**src/common/mdswr_pkg.sv**
```systemverilog
// Constants shared by the status word reporter and its serial sender.
// Assumes a single 50 MHz clock and a 32-bit classic Wishbone register bus.
package mdswr_pkg;
  localparam int CLK_MHZ      = 50;
  localparam int BIT_TIME_NS  = 20000;
  localparam int BIT_CYC      = BIT_TIME_NS * CLK_MHZ / 1000;
  localparam int REQ_TIME_NS  = 40000;
  localparam int REQ_CYC      = (REQ_TIME_NS * CLK_MHZ + 999) / 1000;

  localparam int WORD_W  = 7;
  localparam int FRAME_W = 8;
  localparam int ADR_W   = 8;

  localparam logic [ADR_W-1:0] ADR_CTRL     = 8'h00;
  localparam logic [ADR_W-1:0] ADR_STATUS   = 8'h04;
  localparam logic [ADR_W-1:0] ADR_LAST     = 8'h08;
  localparam logic [ADR_W-1:0] ADR_IRQ_STAT = 8'h0C;
  localparam logic [ADR_W-1:0] ADR_IRQ_MASK = 8'h10;

  localparam int CTRL_EN_BIT  = 0;
  localparam int CTRL_ODD_BIT = 1;
  localparam int CTRL_REQ_BIT = 2;
  localparam logic [1:0] CTRL_RST = 2'h1;

  localparam int STAT_BUSY_BIT = 8;
  localparam int STAT_SW_BIT   = 9;

  localparam int IRQ_W        = 3;
  localparam int IRQ_SENT_BIT = 0;
  localparam int IRQ_FLT_BIT  = 1;
  localparam int IRQ_REQ_BIT  = 2;
  localparam logic [IRQ_W-1:0] IRQ_MASK_RST = 3'h0;

  // Field positions inside the status word.
  localparam int FA_LSB = 0;
  localparam int FB_LSB = 3;
  localparam int LS_OC_BIT = 5;
  localparam int HS_OC_BIT = 6;

  // Field codes as word bits, bit 0 at the right.
  localparam logic [2:0] FA_NONE  = 3'h0;
  localparam logic [2:0] FA_OV    = 3'h4;
  localparam logic [2:0] FA_UV100 = 3'h2;
  localparam logic [2:0] FA_UV85  = 3'h6;
  localparam logic [2:0] FA_UV70  = 3'h1;
  localparam logic [2:0] FA_UV55  = 3'h5;
  localparam logic [2:0] FA_SYSOT = 3'h3;
  localparam logic [2:0] FA_LSNR  = 3'h7;
  localparam logic [1:0] FB_NONE  = 2'h0;
  localparam logic [1:0] FB_WARN  = 2'h2;
  localparam logic [1:0] FB_SHUT  = 2'h1;
  localparam logic [1:0] FB_HSNR  = 2'h3;

  // Undervoltage level input encoding.
  localparam logic [2:0] UV_NONE = 3'h0;
  localparam logic [2:0] UV_100  = 3'h1;
  localparam logic [2:0] UV_85   = 3'h2;
  localparam logic [2:0] UV_70   = 3'h3;
  localparam logic [2:0] UV_55   = 3'h4;

  localparam logic [WORD_W-1:0] READY_WORD = 7'h00;
endpackage : mdswr_pkg

```
**src/rtl/mdswr_tx.sv**
```systemverilog
// Serial sender for one status frame on the open-drain status line.
// Assumes the caller pulses start only while busy is low.
`timescale 1ns/1ns
`default_nettype none
module mdswr_tx #(
  parameter int BIT_CYC = mdswr_pkg::BIT_CYC
) (
  input  wire logic                           clk_i,
  input  wire logic                           rst_i,
  input  wire logic                           start_i,
  input  wire logic [mdswr_pkg::FRAME_W-1:0]  frame_i,
  output logic                                busy_o,
  output logic                                oe_o,
  output logic                                done_o
);
  import mdswr_pkg::*;

  typedef enum logic [1:0] {S_IDLE, S_START, S_DATA, S_STOP} mdswr_tx_st_t;

  mdswr_tx_st_t         st_ff;
  logic [FRAME_W-1:0]   sh_ff;
  logic [3:0]           idx_ff;
  logic [15:0]          cnt_ff;
  logic                 cell_end;

  assign cell_end = (cnt_ff == 16'(BIT_CYC - 1));

  always_ff @(posedge clk_i) begin
    if (rst_i) begin
      cnt_ff <= 16'h0000;
    end else if (st_ff == S_IDLE || cell_end) begin
      cnt_ff <= 16'h0000;
    end else begin
      cnt_ff <= cnt_ff + 16'h0001;
    end
  end

  // A zero pulls the line low, a one releases it; the start cell is low and
  // the stop cell released, so the listener can frame every word.
  always_ff @(posedge clk_i) begin
    if (rst_i) begin
      st_ff  <= S_IDLE;
      sh_ff  <= 8'h00;
      idx_ff <= 4'h0;
      oe_o   <= 1'b0;
      busy_o <= 1'b0;
      done_o <= 1'b0;
    end else begin
      done_o <= 1'b0;
      case (st_ff)
        S_IDLE: begin
          if (start_i) begin
            st_ff  <= S_START;
            sh_ff  <= frame_i;
            idx_ff <= 4'h0;
            oe_o   <= 1'b1;
            busy_o <= 1'b1;
          end
        end
        S_START: begin
          if (cell_end) begin
            st_ff <= S_DATA;
            oe_o  <= ~sh_ff[0];
          end
        end
        S_DATA: begin
          if (cell_end) begin
            if (idx_ff == 4'(FRAME_W - 1)) begin
              st_ff <= S_STOP;
              oe_o  <= 1'b0;
            end else begin
              idx_ff <= idx_ff + 4'h1;
              oe_o   <= ~sh_ff[idx_ff[2:0] + 3'h1];
            end
          end
        end
        S_STOP: begin
          if (cell_end) begin
            st_ff  <= S_IDLE;
            busy_o <= 1'b0;
            done_o <= 1'b1;
          end
        end
        default: begin
          st_ff  <= S_IDLE;
          oe_o   <= 1'b0;
          busy_o <= 1'b0;
        end
      endcase
    end
  end
endmodule : mdswr_tx
`default_nettype wire

```
**src/rtl/mdswr_top.sv**
```systemverilog
// Status word reporter: encodes fault conditions into a 7-bit word plus
// parity and sends it on a shared open-drain line, with a Wishbone slave.
// Assumes condition inputs and the line input are synchronous to clk_i.
`timescale 1ns/1ns
`default_nettype none

// Notes on behaviour
// - Seven status bits followed by one parity bit.
// - Bits 0-2 carry overvoltage, undervoltage, system thermal.
// - Low-side driver not ready is 111.
// - Bits 3-4 carry thermal warning and shutdown.
// - High-side driver not ready is 11.
// - Independent fields; bits 5, 6 over-current.
// - Fields reported together, no priority queue.
// - Ready word after power-up completes.
// - Ready word when a fault clears.
// - Status request answered, ready word if clean.
// - Line only pulled low or released.
// - System sense threshold reported as thermal fault.
// - Overvoltage stops switching until below hysteresis.
module mdswr_top #(
  parameter int  BIT_CYC  = mdswr_pkg::BIT_CYC,
  parameter int  REQ_CYC  = mdswr_pkg::REQ_CYC,
  parameter logic ODD_RST = 1'b0
) (
  input  wire logic                          clk_i,
  input  wire logic                          rst_i,
  input  wire logic                          wb_cyc_i,
  input  wire logic                          wb_stb_i,
  input  wire logic                          wb_we_i,
  input  wire logic [mdswr_pkg::ADR_W-1:0]   wb_adr_i,
  input  wire logic [3:0]                    wb_sel_i,
  input  wire logic [31:0]                   wb_dat_i,
  output logic      [31:0]                   wb_dat_o,
  output logic                               wb_ack_o,
  input  wire logic                          bus_ov_above_i,
  input  wire logic                          bus_ov_below_hyst_i,
  input  wire logic [2:0]                    bus_uv_level_i,
  input  wire logic                          system_sense_input_i,
  input  wire logic                          ls_not_ready_i,
  input  wire logic                          ls_therm_warn_i,
  input  wire logic                          ls_therm_shut_i,
  input  wire logic                          hs_not_ready_i,
  input  wire logic                          ls_oc_i,
  input  wire logic                          hs_oc_i,
  input  wire logic                          status_line_i,
  output logic                               status_line_o,
  output logic                               status_line_oe_o,
  output logic                               switch_en_o,
  output logic                               irq_o
);
  import mdswr_pkg::*;

  logic                 en_ff;
  logic                 odd_ff;
  logic                 ov_ff;
  logic [WORD_W-1:0]    word_ff;
  logic [WORD_W-1:0]    sent_word_ff;
  logic [FRAME_W-1:0]   frame_ff;
  logic                 start_ff;
  logic                 pu_pend_ff;
  logic                 req_pend_ff;
  logic [15:0]          low_cnt_ff;
  logic                 req_seen_ff;
  logic [IRQ_W-1:0]     irq_stat_ff;
  logic [IRQ_W-1:0]     irq_mask_ff;
  logic                 tx_busy;
  logic                 tx_done;
  logic                 wb_req;
  logic                 wb_wr;
  logic                 sw_req;
  logic                 pend;
  logic                 launch;
  logic                 new_fault;
  logic [WORD_W-1:0]    nxt_word;
  logic [IRQ_W-1:0]     irq_evt;

  // Within a field only one code can stand; should two conditions of one
  // field coincide, the more severe one is shown.
  function automatic logic [2:0] enc_field_a(input logic ls_nr, input logic ov,
                                             input logic sys_ot,
                                             input logic [2:0] uv);
    if (ls_nr) begin
      return FA_LSNR;
    end else if (ov) begin
      return FA_OV;
    end else if (sys_ot) begin
      return FA_SYSOT;
    end else begin
      case (uv)
        UV_100:  return FA_UV100;
        UV_85:   return FA_UV85;
        UV_70:   return FA_UV70;
        UV_55:   return FA_UV55;
        default: return FA_NONE;
      endcase
    end
  endfunction : enc_field_a

  function automatic logic [1:0] enc_field_b(input logic hs_nr, input logic shut,
                                             input logic warn);
    if (hs_nr) begin
      return FB_HSNR;
    end else if (shut) begin
      return FB_SHUT;
    end else if (warn) begin
      return FB_WARN;
    end else begin
      return FB_NONE;
    end
  endfunction : enc_field_b

  function automatic logic parity_of(input logic [WORD_W-1:0] w, input logic odd);
    return (^w) ^ odd;
  endfunction : parity_of

  // Overvoltage latches on the upper threshold and releases only once the
  // bus is back below the threshold less hysteresis.
  always_ff @(posedge clk_i) begin
    if (rst_i) begin
      ov_ff       <= 1'b0;
      switch_en_o <= 1'b0;
    end else begin
      if (bus_ov_above_i) begin
        ov_ff <= 1'b1;
      end else if (bus_ov_below_hyst_i) begin
        ov_ff <= 1'b0;
      end
      switch_en_o <= !bus_ov_above_i && !(ov_ff && !bus_ov_below_hyst_i);
    end
  end

  // Each field is built on its own, so several faults share one word.
  always_comb begin
    nxt_word                          = READY_WORD;
    nxt_word[FA_LSB +: 3]             = enc_field_a(ls_not_ready_i,
                                          bus_ov_above_i || ov_ff,
                                          system_sense_input_i,
                                          bus_uv_level_i);
    nxt_word[FB_LSB +: 2]             = enc_field_b(hs_not_ready_i, ls_therm_shut_i,
                                                    ls_therm_warn_i);
    nxt_word[LS_OC_BIT]               = ls_oc_i;
    nxt_word[HS_OC_BIT]               = hs_oc_i;
  end

  always_ff @(posedge clk_i) begin
    if (rst_i) begin
      word_ff <= READY_WORD;
    end else begin
      word_ff <= nxt_word;
    end
  end

  // A request is the controller holding the line low for at least REQ_CYC
  // cycles and releasing it. Our own frames are not counted.
  always_ff @(posedge clk_i) begin
    if (rst_i) begin
      low_cnt_ff  <= 16'h0000;
      req_seen_ff <= 1'b0;
    end else begin
      req_seen_ff <= 1'b0;
      if (tx_busy || start_ff) begin
        low_cnt_ff <= 16'h0000;
      end else if (!status_line_i) begin
        if (low_cnt_ff != 16'(REQ_CYC)) begin
          low_cnt_ff <= low_cnt_ff + 16'h0001;
        end
      end else begin
        req_seen_ff <= (low_cnt_ff == 16'(REQ_CYC));
        low_cnt_ff  <= 16'h0000;
      end
    end
  end

  assign pend   = pu_pend_ff || req_pend_ff || (word_ff != sent_word_ff);
  assign launch = en_ff && pend && !tx_busy && !start_ff;

  // Pending reports are flags, not a queue: a launch always sends the word
  // as it stands, so stale faults are never replayed.
  always_ff @(posedge clk_i) begin
    if (rst_i) begin
      pu_pend_ff   <= 1'b1;
      req_pend_ff  <= 1'b0;
      sent_word_ff <= READY_WORD;
      frame_ff     <= 8'h00;
      start_ff     <= 1'b0;
    end else begin
      start_ff <= launch;
      if (launch) begin
        pu_pend_ff   <= 1'b0;
        sent_word_ff <= word_ff;
        frame_ff     <= {parity_of(word_ff, odd_ff), word_ff};
      end
      if (req_seen_ff || sw_req) begin
        req_pend_ff <= 1'b1;
      end else if (launch) begin
        req_pend_ff <= 1'b0;
      end
    end
  end

  mdswr_tx #(
    .BIT_CYC (BIT_CYC)
  ) u_tx (
    .clk_i   (clk_i),
    .rst_i   (rst_i),
    .start_i (start_ff),
    .frame_i (frame_ff),
    .busy_o  (tx_busy),
    .oe_o    (status_line_oe_o),
    .done_o  (tx_done)
  );

  // The line is never driven high; the pull-up supplies the one level.
  always_ff @(posedge clk_i) begin
    if (rst_i) begin
      status_line_o <= 1'b0;
    end else begin
      status_line_o <= 1'b0;
    end
  end

  // Ack is registered, so every access costs one wait state; masking the request
  // with ack keeps a master that is slow to drop stb from being served twice.
  assign wb_req = wb_cyc_i && wb_stb_i && !wb_ack_o;
  assign wb_wr  = wb_req && wb_we_i && wb_sel_i[0];
  assign sw_req = wb_wr && (wb_adr_i == ADR_CTRL) && wb_dat_i[CTRL_REQ_BIT];

  always_ff @(posedge clk_i) begin
    if (rst_i) begin
      wb_ack_o <= 1'b0;
      wb_dat_o <= 32'h00000000;
    end else begin
      wb_ack_o <= wb_req;
      if (wb_req && !wb_we_i) begin
        case (wb_adr_i)
          ADR_CTRL:     wb_dat_o <= {30'h0, odd_ff, en_ff};
          ADR_STATUS:   wb_dat_o <= {22'h0, switch_en_o, tx_busy, 1'b0, word_ff};
          ADR_LAST:     wb_dat_o <= {24'h0, frame_ff};
          ADR_IRQ_STAT: wb_dat_o <= {29'h0, irq_stat_ff};
          ADR_IRQ_MASK: wb_dat_o <= {29'h0, irq_mask_ff};
          default:      wb_dat_o <= 32'h00000000;
        endcase
      end
    end
  end

  always_ff @(posedge clk_i) begin
    if (rst_i) begin
      en_ff       <= CTRL_RST[CTRL_EN_BIT];
      odd_ff      <= ODD_RST;
      irq_mask_ff <= IRQ_MASK_RST;
    end else if (wb_wr) begin
      if (wb_adr_i == ADR_CTRL) begin
        en_ff  <= wb_dat_i[CTRL_EN_BIT];
        odd_ff <= wb_dat_i[CTRL_ODD_BIT];
      end
      if (wb_adr_i == ADR_IRQ_MASK) begin
        irq_mask_ff <= wb_dat_i[IRQ_W-1:0];
      end
    end
  end

  assign new_fault = (word_ff != READY_WORD) && (word_ff != sent_word_ff) && launch;
  assign irq_evt   = {req_seen_ff, new_fault, tx_done};

  // Write one to clear; an event in the same cycle keeps its bit set.
  always_ff @(posedge clk_i) begin
    if (rst_i) begin
      irq_stat_ff <= 3'h0;
      irq_o       <= 1'b0;
    end else begin
      if (wb_wr && wb_adr_i == ADR_IRQ_STAT) begin
        irq_stat_ff <= (irq_stat_ff & ~wb_dat_i[IRQ_W-1:0]) | irq_evt;
      end else begin
        irq_stat_ff <= irq_stat_ff | irq_evt;
      end
      irq_o <= |(irq_stat_ff & irq_mask_ff);
    end
  end
endmodule : mdswr_top
`default_nettype wire

```
**config.mk**
```make
export PLATFORM = sky130hd
export DESIGN_NAME = mdswr_top
export DESIGN_NICKNAME = d
export VERILOG_FILES = /design/src/common/mdswr_pkg.sv /design/src/rtl/mdswr_tx.sv /design/src/rtl/mdswr_top.sv
export SDC_FILE = /design/constraint.sdc
export NUM_CORES = 1
export LEC_CHECK = 0
export BUFFER_PORTS_ARGS = -buffer_cell sky130_fd_sc_hd__clkbuf_2
export CORE_MARGIN = 3
export CORE_UTILIZATION = 42
export CTS_CLUSTER_DIAMETER = 150
export DETAILED_ROUTE_END_ITERATION = 8
export GPL_TIMING_DRIVEN = 0
export PLACE_DENSITY = 0.67
export SLEW_MARGIN = 20
export SYNTH_ARGS = -nofsm -noshare
export SYNTH_HDL_FRONTEND = slang
export SYNTH_SLANG_ARGS = --single-unit
```
**constraint.sdc**
```tcl
create_clock -name clk_i -period 1.5 [get_ports clk_i]
set_input_delay 0.225 -clock clk_i [delete_from_list [all_inputs] [get_ports clk_i]]
set_output_delay 0.225 -clock clk_i [all_outputs]
set_load 0.005 [all_outputs]
```
# == After elaboration in Yosys (flattened, before gate mapping) ==
# Index checks and enable logic that the tools add are counted.
# totals
register_bits,119
output_inout_bits,37
# classes
order_cmp,1
n_mux,33
n_addsub,4
bitwise_logic,10
eq_ne,22
reduce_logical,49
# op_table
cell,n
10-bit case mux with 5 select lines,1
"16-bit by 1-bit adder with 16-bit output, second input constant",2
"16-bit by 10-bit equality test with 1-bit output, second input constant",1
"16-bit by 11-bit equality test with 1-bit output, second input constant",1
"8-bit by 4-bit equality test with 1-bit output, second input constant",2
2-bit two-way mux,8
"16-bit by 11-bit inequality test with 1-bit output, second input constant",1
1-bit logical AND,15
3-bit two-way mux,4
4-bit two-way mux,3
3-bit case mux with 4 select lines,1
1-bit two-way mux,11
3-bit OR reduction,3
"8-bit by 3-bit equality test with 1-bit output, second input constant",1
"8-bit by 5-bit equality test with 1-bit output, second input constant",1
8-bit logical NOT,1
"2-bit by 1-bit inequality test with 1-bit output, second input constant",4
2-bit case mux with 4 select lines,1
4-bit case mux with 2 select lines,1
4-bit AND reduction,2
2-bit nonzero test,4
1-bit logical NOT,7
7-bit inequality test,1
7-bit nonzero test,1
26 further kinds,42

# == Logic depth before layout (Yosys ltp) ==
# depth
word_depth,8
depth_mapped,7

# == By module ==
# Synthesis repeated with hierarchy kept, for this count alone.
# unflattened
hier_cells,528
hier_area_um2,4503.1
# by_module_without_submodules
module,area_each_um2,cells_per_inst,seq_area_each_um2,instances
mdswr_top,2897.8,344,1141.1,1
mdswr_tx,1605.3,184,660.6,1

# == Worst setup path before layout ==
# Ideal clock, no wire load.
# synth_timing
kind,register to register
startpoint,register u_tx.cnt_ff[0]
endpoint,register u_tx.st_ff[1]
path_slack_ns,-0.182
required_time_ns,1.430
path_buffers,1
period_less_slack_ns,1.682
arrival_ns,1.611
path_stages_with_launch,8
path_cell_list,dfxtp_1 -> ha_1 -> and3_1 -> buf_2 -> and2b_1 -> and2_1 -> a211o_1 -> a21oi_1
# synth_between
elab_chain_cells,3
# synth_rtl
item,line,text
"start, declared",mdswr_tx.sv:23,logic [15:0] cnt_ff;
"start signal, assigned",mdswr_tx.sv:34,cnt_ff <= cnt_ff + 16'h0001;
16-bit by 10-bit equality test with 1-bit output (*),mdswr_tx.sv:26,assign cell_end = (cnt_ff == 16'(BIT_CYC - 1));
2-bit by 1-bit inequality test with 1-bit output (no line),n/a,
5-bit AND reduction (no line) (*),n/a,
"end signal, assigned",mdswr_tx.sv:42,st_ff <= S_IDLE;
"end signal, assigned",mdswr_tx.sv:53,st_ff <= S_START;
"end signal, assigned",mdswr_tx.sv:62,st_ff <= S_DATA;
"end, declared",mdswr_tx.sv:20,mdswr_tx_st_t st_ff;
# Every way passes the cells marked *; elsewhere a longest branch is shown, timed or not.
# A chain may end at the register's enable or synchronous reset.

# == Worst setup path after layout ==
# layout_timing
startpoint,register u_tx.idx_ff[0]
endpoint,register u_tx.oe_o
# layout_between
elab_chain_cells,7
# layout_rtl
item,line,text
"start, declared",mdswr_tx.sv:22,logic [3:0] idx_ff;
"start signal, assigned",mdswr_tx.sv:72,idx_ff <= idx_ff + 4'h1;
3-bit by 1-bit adder with 3-bit output,mdswr_tx.sv:73,oe_o <= ~sh_ff[idx_ff[2:0] + 3'h1];
1-bit binary-select mux with 3-bit select,mdswr_tx.sv:73,
1-bit two-way mux (not written as such),mdswr_tx.sv:73,
1-bit inverter,mdswr_tx.sv:73,
1-bit two-way mux (*),mdswr_tx.sv:68,if (idx_ff == 4'(FRAME_W - 1)) begin
1-bit two-way mux (*),mdswr_tx.sv:67,if (cell_end) begin
1-bit case mux with 3 select lines (*),mdswr_tx.sv:50,case (st_ff)
"end signal, assigned",mdswr_tx.sv:63,oe_o <= ~sh_ff[0];
"end signal, assigned",mdswr_tx.sv:73,
"end, declared",mdswr_tx.sv:13,"output logic oe_o,"
# Every way passes the cells marked *; elsewhere a longest branch is shown, timed or not. The select of a mux whose other input is x is not followed.

==> metrics <==
FFs w/ async S/R, synth 0; fin crit share 1.09; Slew headroom 0.648; routability cong. 0.934; LEAKAGE 0.00225 uW; synth cell count leaders dfxtp_1 (90), nor2_1 (71), nand2_1 (45); crit start category flop; average size of a mapped cell 8.70 sq um; maximum buffer depth of the clock tree 2; vias per cell 4.99; CTS Hold Bufs 0; Final #Nets 669; Post-DRT Antenna Nets 0; Final HPWL DP 7080 um; CP startpoint u_tx.idx_ff[0]; Worst VDD drop 0.496 mV; Placeable Area 0.00991 sq mm; clock sinks 90; # rows 36; ranking of synthesized cells by area dfxtp_1 (42%), nor2_1 (6.2%), xor2_1 (5.9%), buf_4 (4.0%), mux2i_1 (3.9%); Max-cap violations 0; Setup TNS -576 ps; WL/cell 13.9 um; Syn Std Cell Area 0.00432 sq mm; Reg area 0.00185 sq mm; Least-Margin Pin Slew 528 ps; Die Ht 107 um; dominant synthesized flop cell dfxtp_1; largest net degree at the start of global routing 14; CP arrival 1910 ps; Post-Layout Cell Count 733; FF+latch count, synth 90; GRT Resource Usage Total 0.179; Final Critical Period 1630 ps; Hold Startpoint hs_oc_i; Hold Fails Final Rpt 0; critical path depth 5; CP endpoint kind flop; initial DRC count 112; vias in the first global route 3542; latest clock arrival within the worst-skew pair 360 ps; Crit path largest cell delay 500 ps; achievable frequency 0.613 GHz; CTS tree yes; DP Area 0.00484 sq mm; Hold Crit Class primary input to flop; die footprint 0.0115 sq mm; number of I/O pins 99; run status finished, violations left; Chip Width 107 um; CTS clk-pin slew, worst paths 80 ps; vias 3661; number of distinct library cells after synthesis 57; number of synthesized flops with an enable pin 0; yosys warns 0; type of the worst setup path flop to flop; PwrDens 1110 mW/mm^2; crit path cell chain ha_4 > mux4_2 > mux2i_1 > a21oi_1 > a211oi_1; cell family with most CP delay multiplexers; Post-Place Worst Slack -319 ps; Crit path required time 1770 ps; setup repair after global routing missed its margin true; multi-input logic area 0.00251 sq mm; Post-Syn Instances 497; gr ovfl total 0; Hold Path Depth 2; post-synth top area share 0.417; CTS root buf clkbuf_8; CTS H-tree lvls 3; failing checks setup timing; fillers 911; reg2reg start u_tx.idx_ff[0]; worst setup margin -132 ps; top-count cell post-synth dfxtp_1; diode count 0; first-pass GRT wire length 16700 um; I/O Buffers 43; sequential element share of the synthesized area 0.417; cell count after placement 695; r2r worst-path depth 5; Post-Route Utilization 0.555; setup violators final 17; share of post-route cells with drive strength above 1 0.307; Max FO, Critical Path 3; routed wire length 10200 um; CP Buf/Inv Count 0; Slew Viols, Final 0; cts bufs inserted 9; Layout area overhead 27.1%; Remaining DRCs 0; initial antenna violation count 0; Worst Clk Skew 8.27 ps; first drt pass iteration count 4; Starting Density 0.436; Final Cell Area 0.00550 sq mm; CP max-delay cell mux4_2; biggest area consumer among synthesized cells dfxtp_1
==> metal layers <==
| metal | routed length (um) | global-route usage | up-vias | share of wire |
|---|---|---|---|---|
| met5 | 0 | 0 | - | 0 |
| met4 | 241 | 0.0766 | 0 | 0.024 |
| met3 | 397 | 0.0360 | 25 | 0.039 |
| met2 | 5010 | 0.291 | 84 | 0.49 |
| met1 | 4550 | 0.230 | 1699 | 0.45 |
| li1 | - | - | 1853 | - |
==> final cells by class <==
type,instances,share of cell area
timing repair buffer,71,0.0795
tap,133,0.0303
buffer,35,0.0433
sequential,90,0.337
multi-input combinational,370,0.457
clock buffer,13,0.0289
clock inverter,2,0.0109
inverter,19,0.0139
==> worst reg2reg max path: stages, from the launching register on <==
cell and delay, ps:
dfxtp_4 360, ha_4 280, mux4_2 500, mux2i_1 140, a21oi_1 80, a211oi_1 200
==> final timing paths <==
kind,end,slack (ps)
worst max register to register,u_tx.oe_o,-130
worst max-delay path,u_tx.oe_o,-130
worst min-delay path,word_ff[6],80
worst min register to register,wb_dat_o[8],460
==> layout by cell type, fill, tap and decap left out, drive strengths merged, types with 4 or more instances in the layout <==
master,instances
and2,9
nand2,45
nor2,72
nor2b,9
clkbuf,62
nand4,11
xnor2,13
ha,11
inv,19
xor2,29
nand3,22
and3,8
mux2i,17
conb,23
nor3,5
buf,57
a21oi,31
o21ai,10
a22o,4
a211oi,5
dfxtp,90
nor4,6
==> cells by family after synthesis <==
| group | synth area share |
|---|---|
| AO/OA/AOI/OAI | 0.0955 |
| AND/OR/NAND/NOR | 0.246 |
| other | 0.000867 |
| flip-flops | 0.417 |
| buffers and inverters | 0.0741 |
| XOR/XNOR | 0.0851 |
| multiplexers | 0.0498 |
| adder cells (fa/ha/maj) | 0.0318 |
==> metrics by stage <==
stage / total power (uW) / hold WS, ps
after floorplan: 3550 / 334
after global placement: 3820 / 434
after detailed placement: 3850 / 447
after CTS: 5950 / 67.9
after global routing: 6400 / 80.2
final: 6090 / 76.4
==> flip-flops by register name, indices dropped and copies added (netlist names), 2 cells and up <==
signal	flops
low_cnt_ff	16
u_tx.cnt_ff	16
wb_dat_o	10
u_tx.sh_ff	8
word_ff	7
sent_word_ff	6
u_tx.idx_ff	4
irq_mask_ff	3
irq_stat_ff	3
frame_ff	2
u_tx.st_ff	2
==> repair_timing <==
item / CTS / global route
buffers inserted: 17 / 9
endpoints found under the setup margin: 59 / 60
hold endpoints to repair: 0 / 0
gates cloned: 2 / 0
resized for setup: 43 / 38
pin swaps: 15 / 15
==> report_power, final <==
part | internal, uW | total [uW] | switching (uW)
combinational | 751 | 1540 | 791
sequential | 2550 | 2710 | 159
clock | 1020 | 1850 | 822
Note: power is estimated with default switching activity, not from simulation.
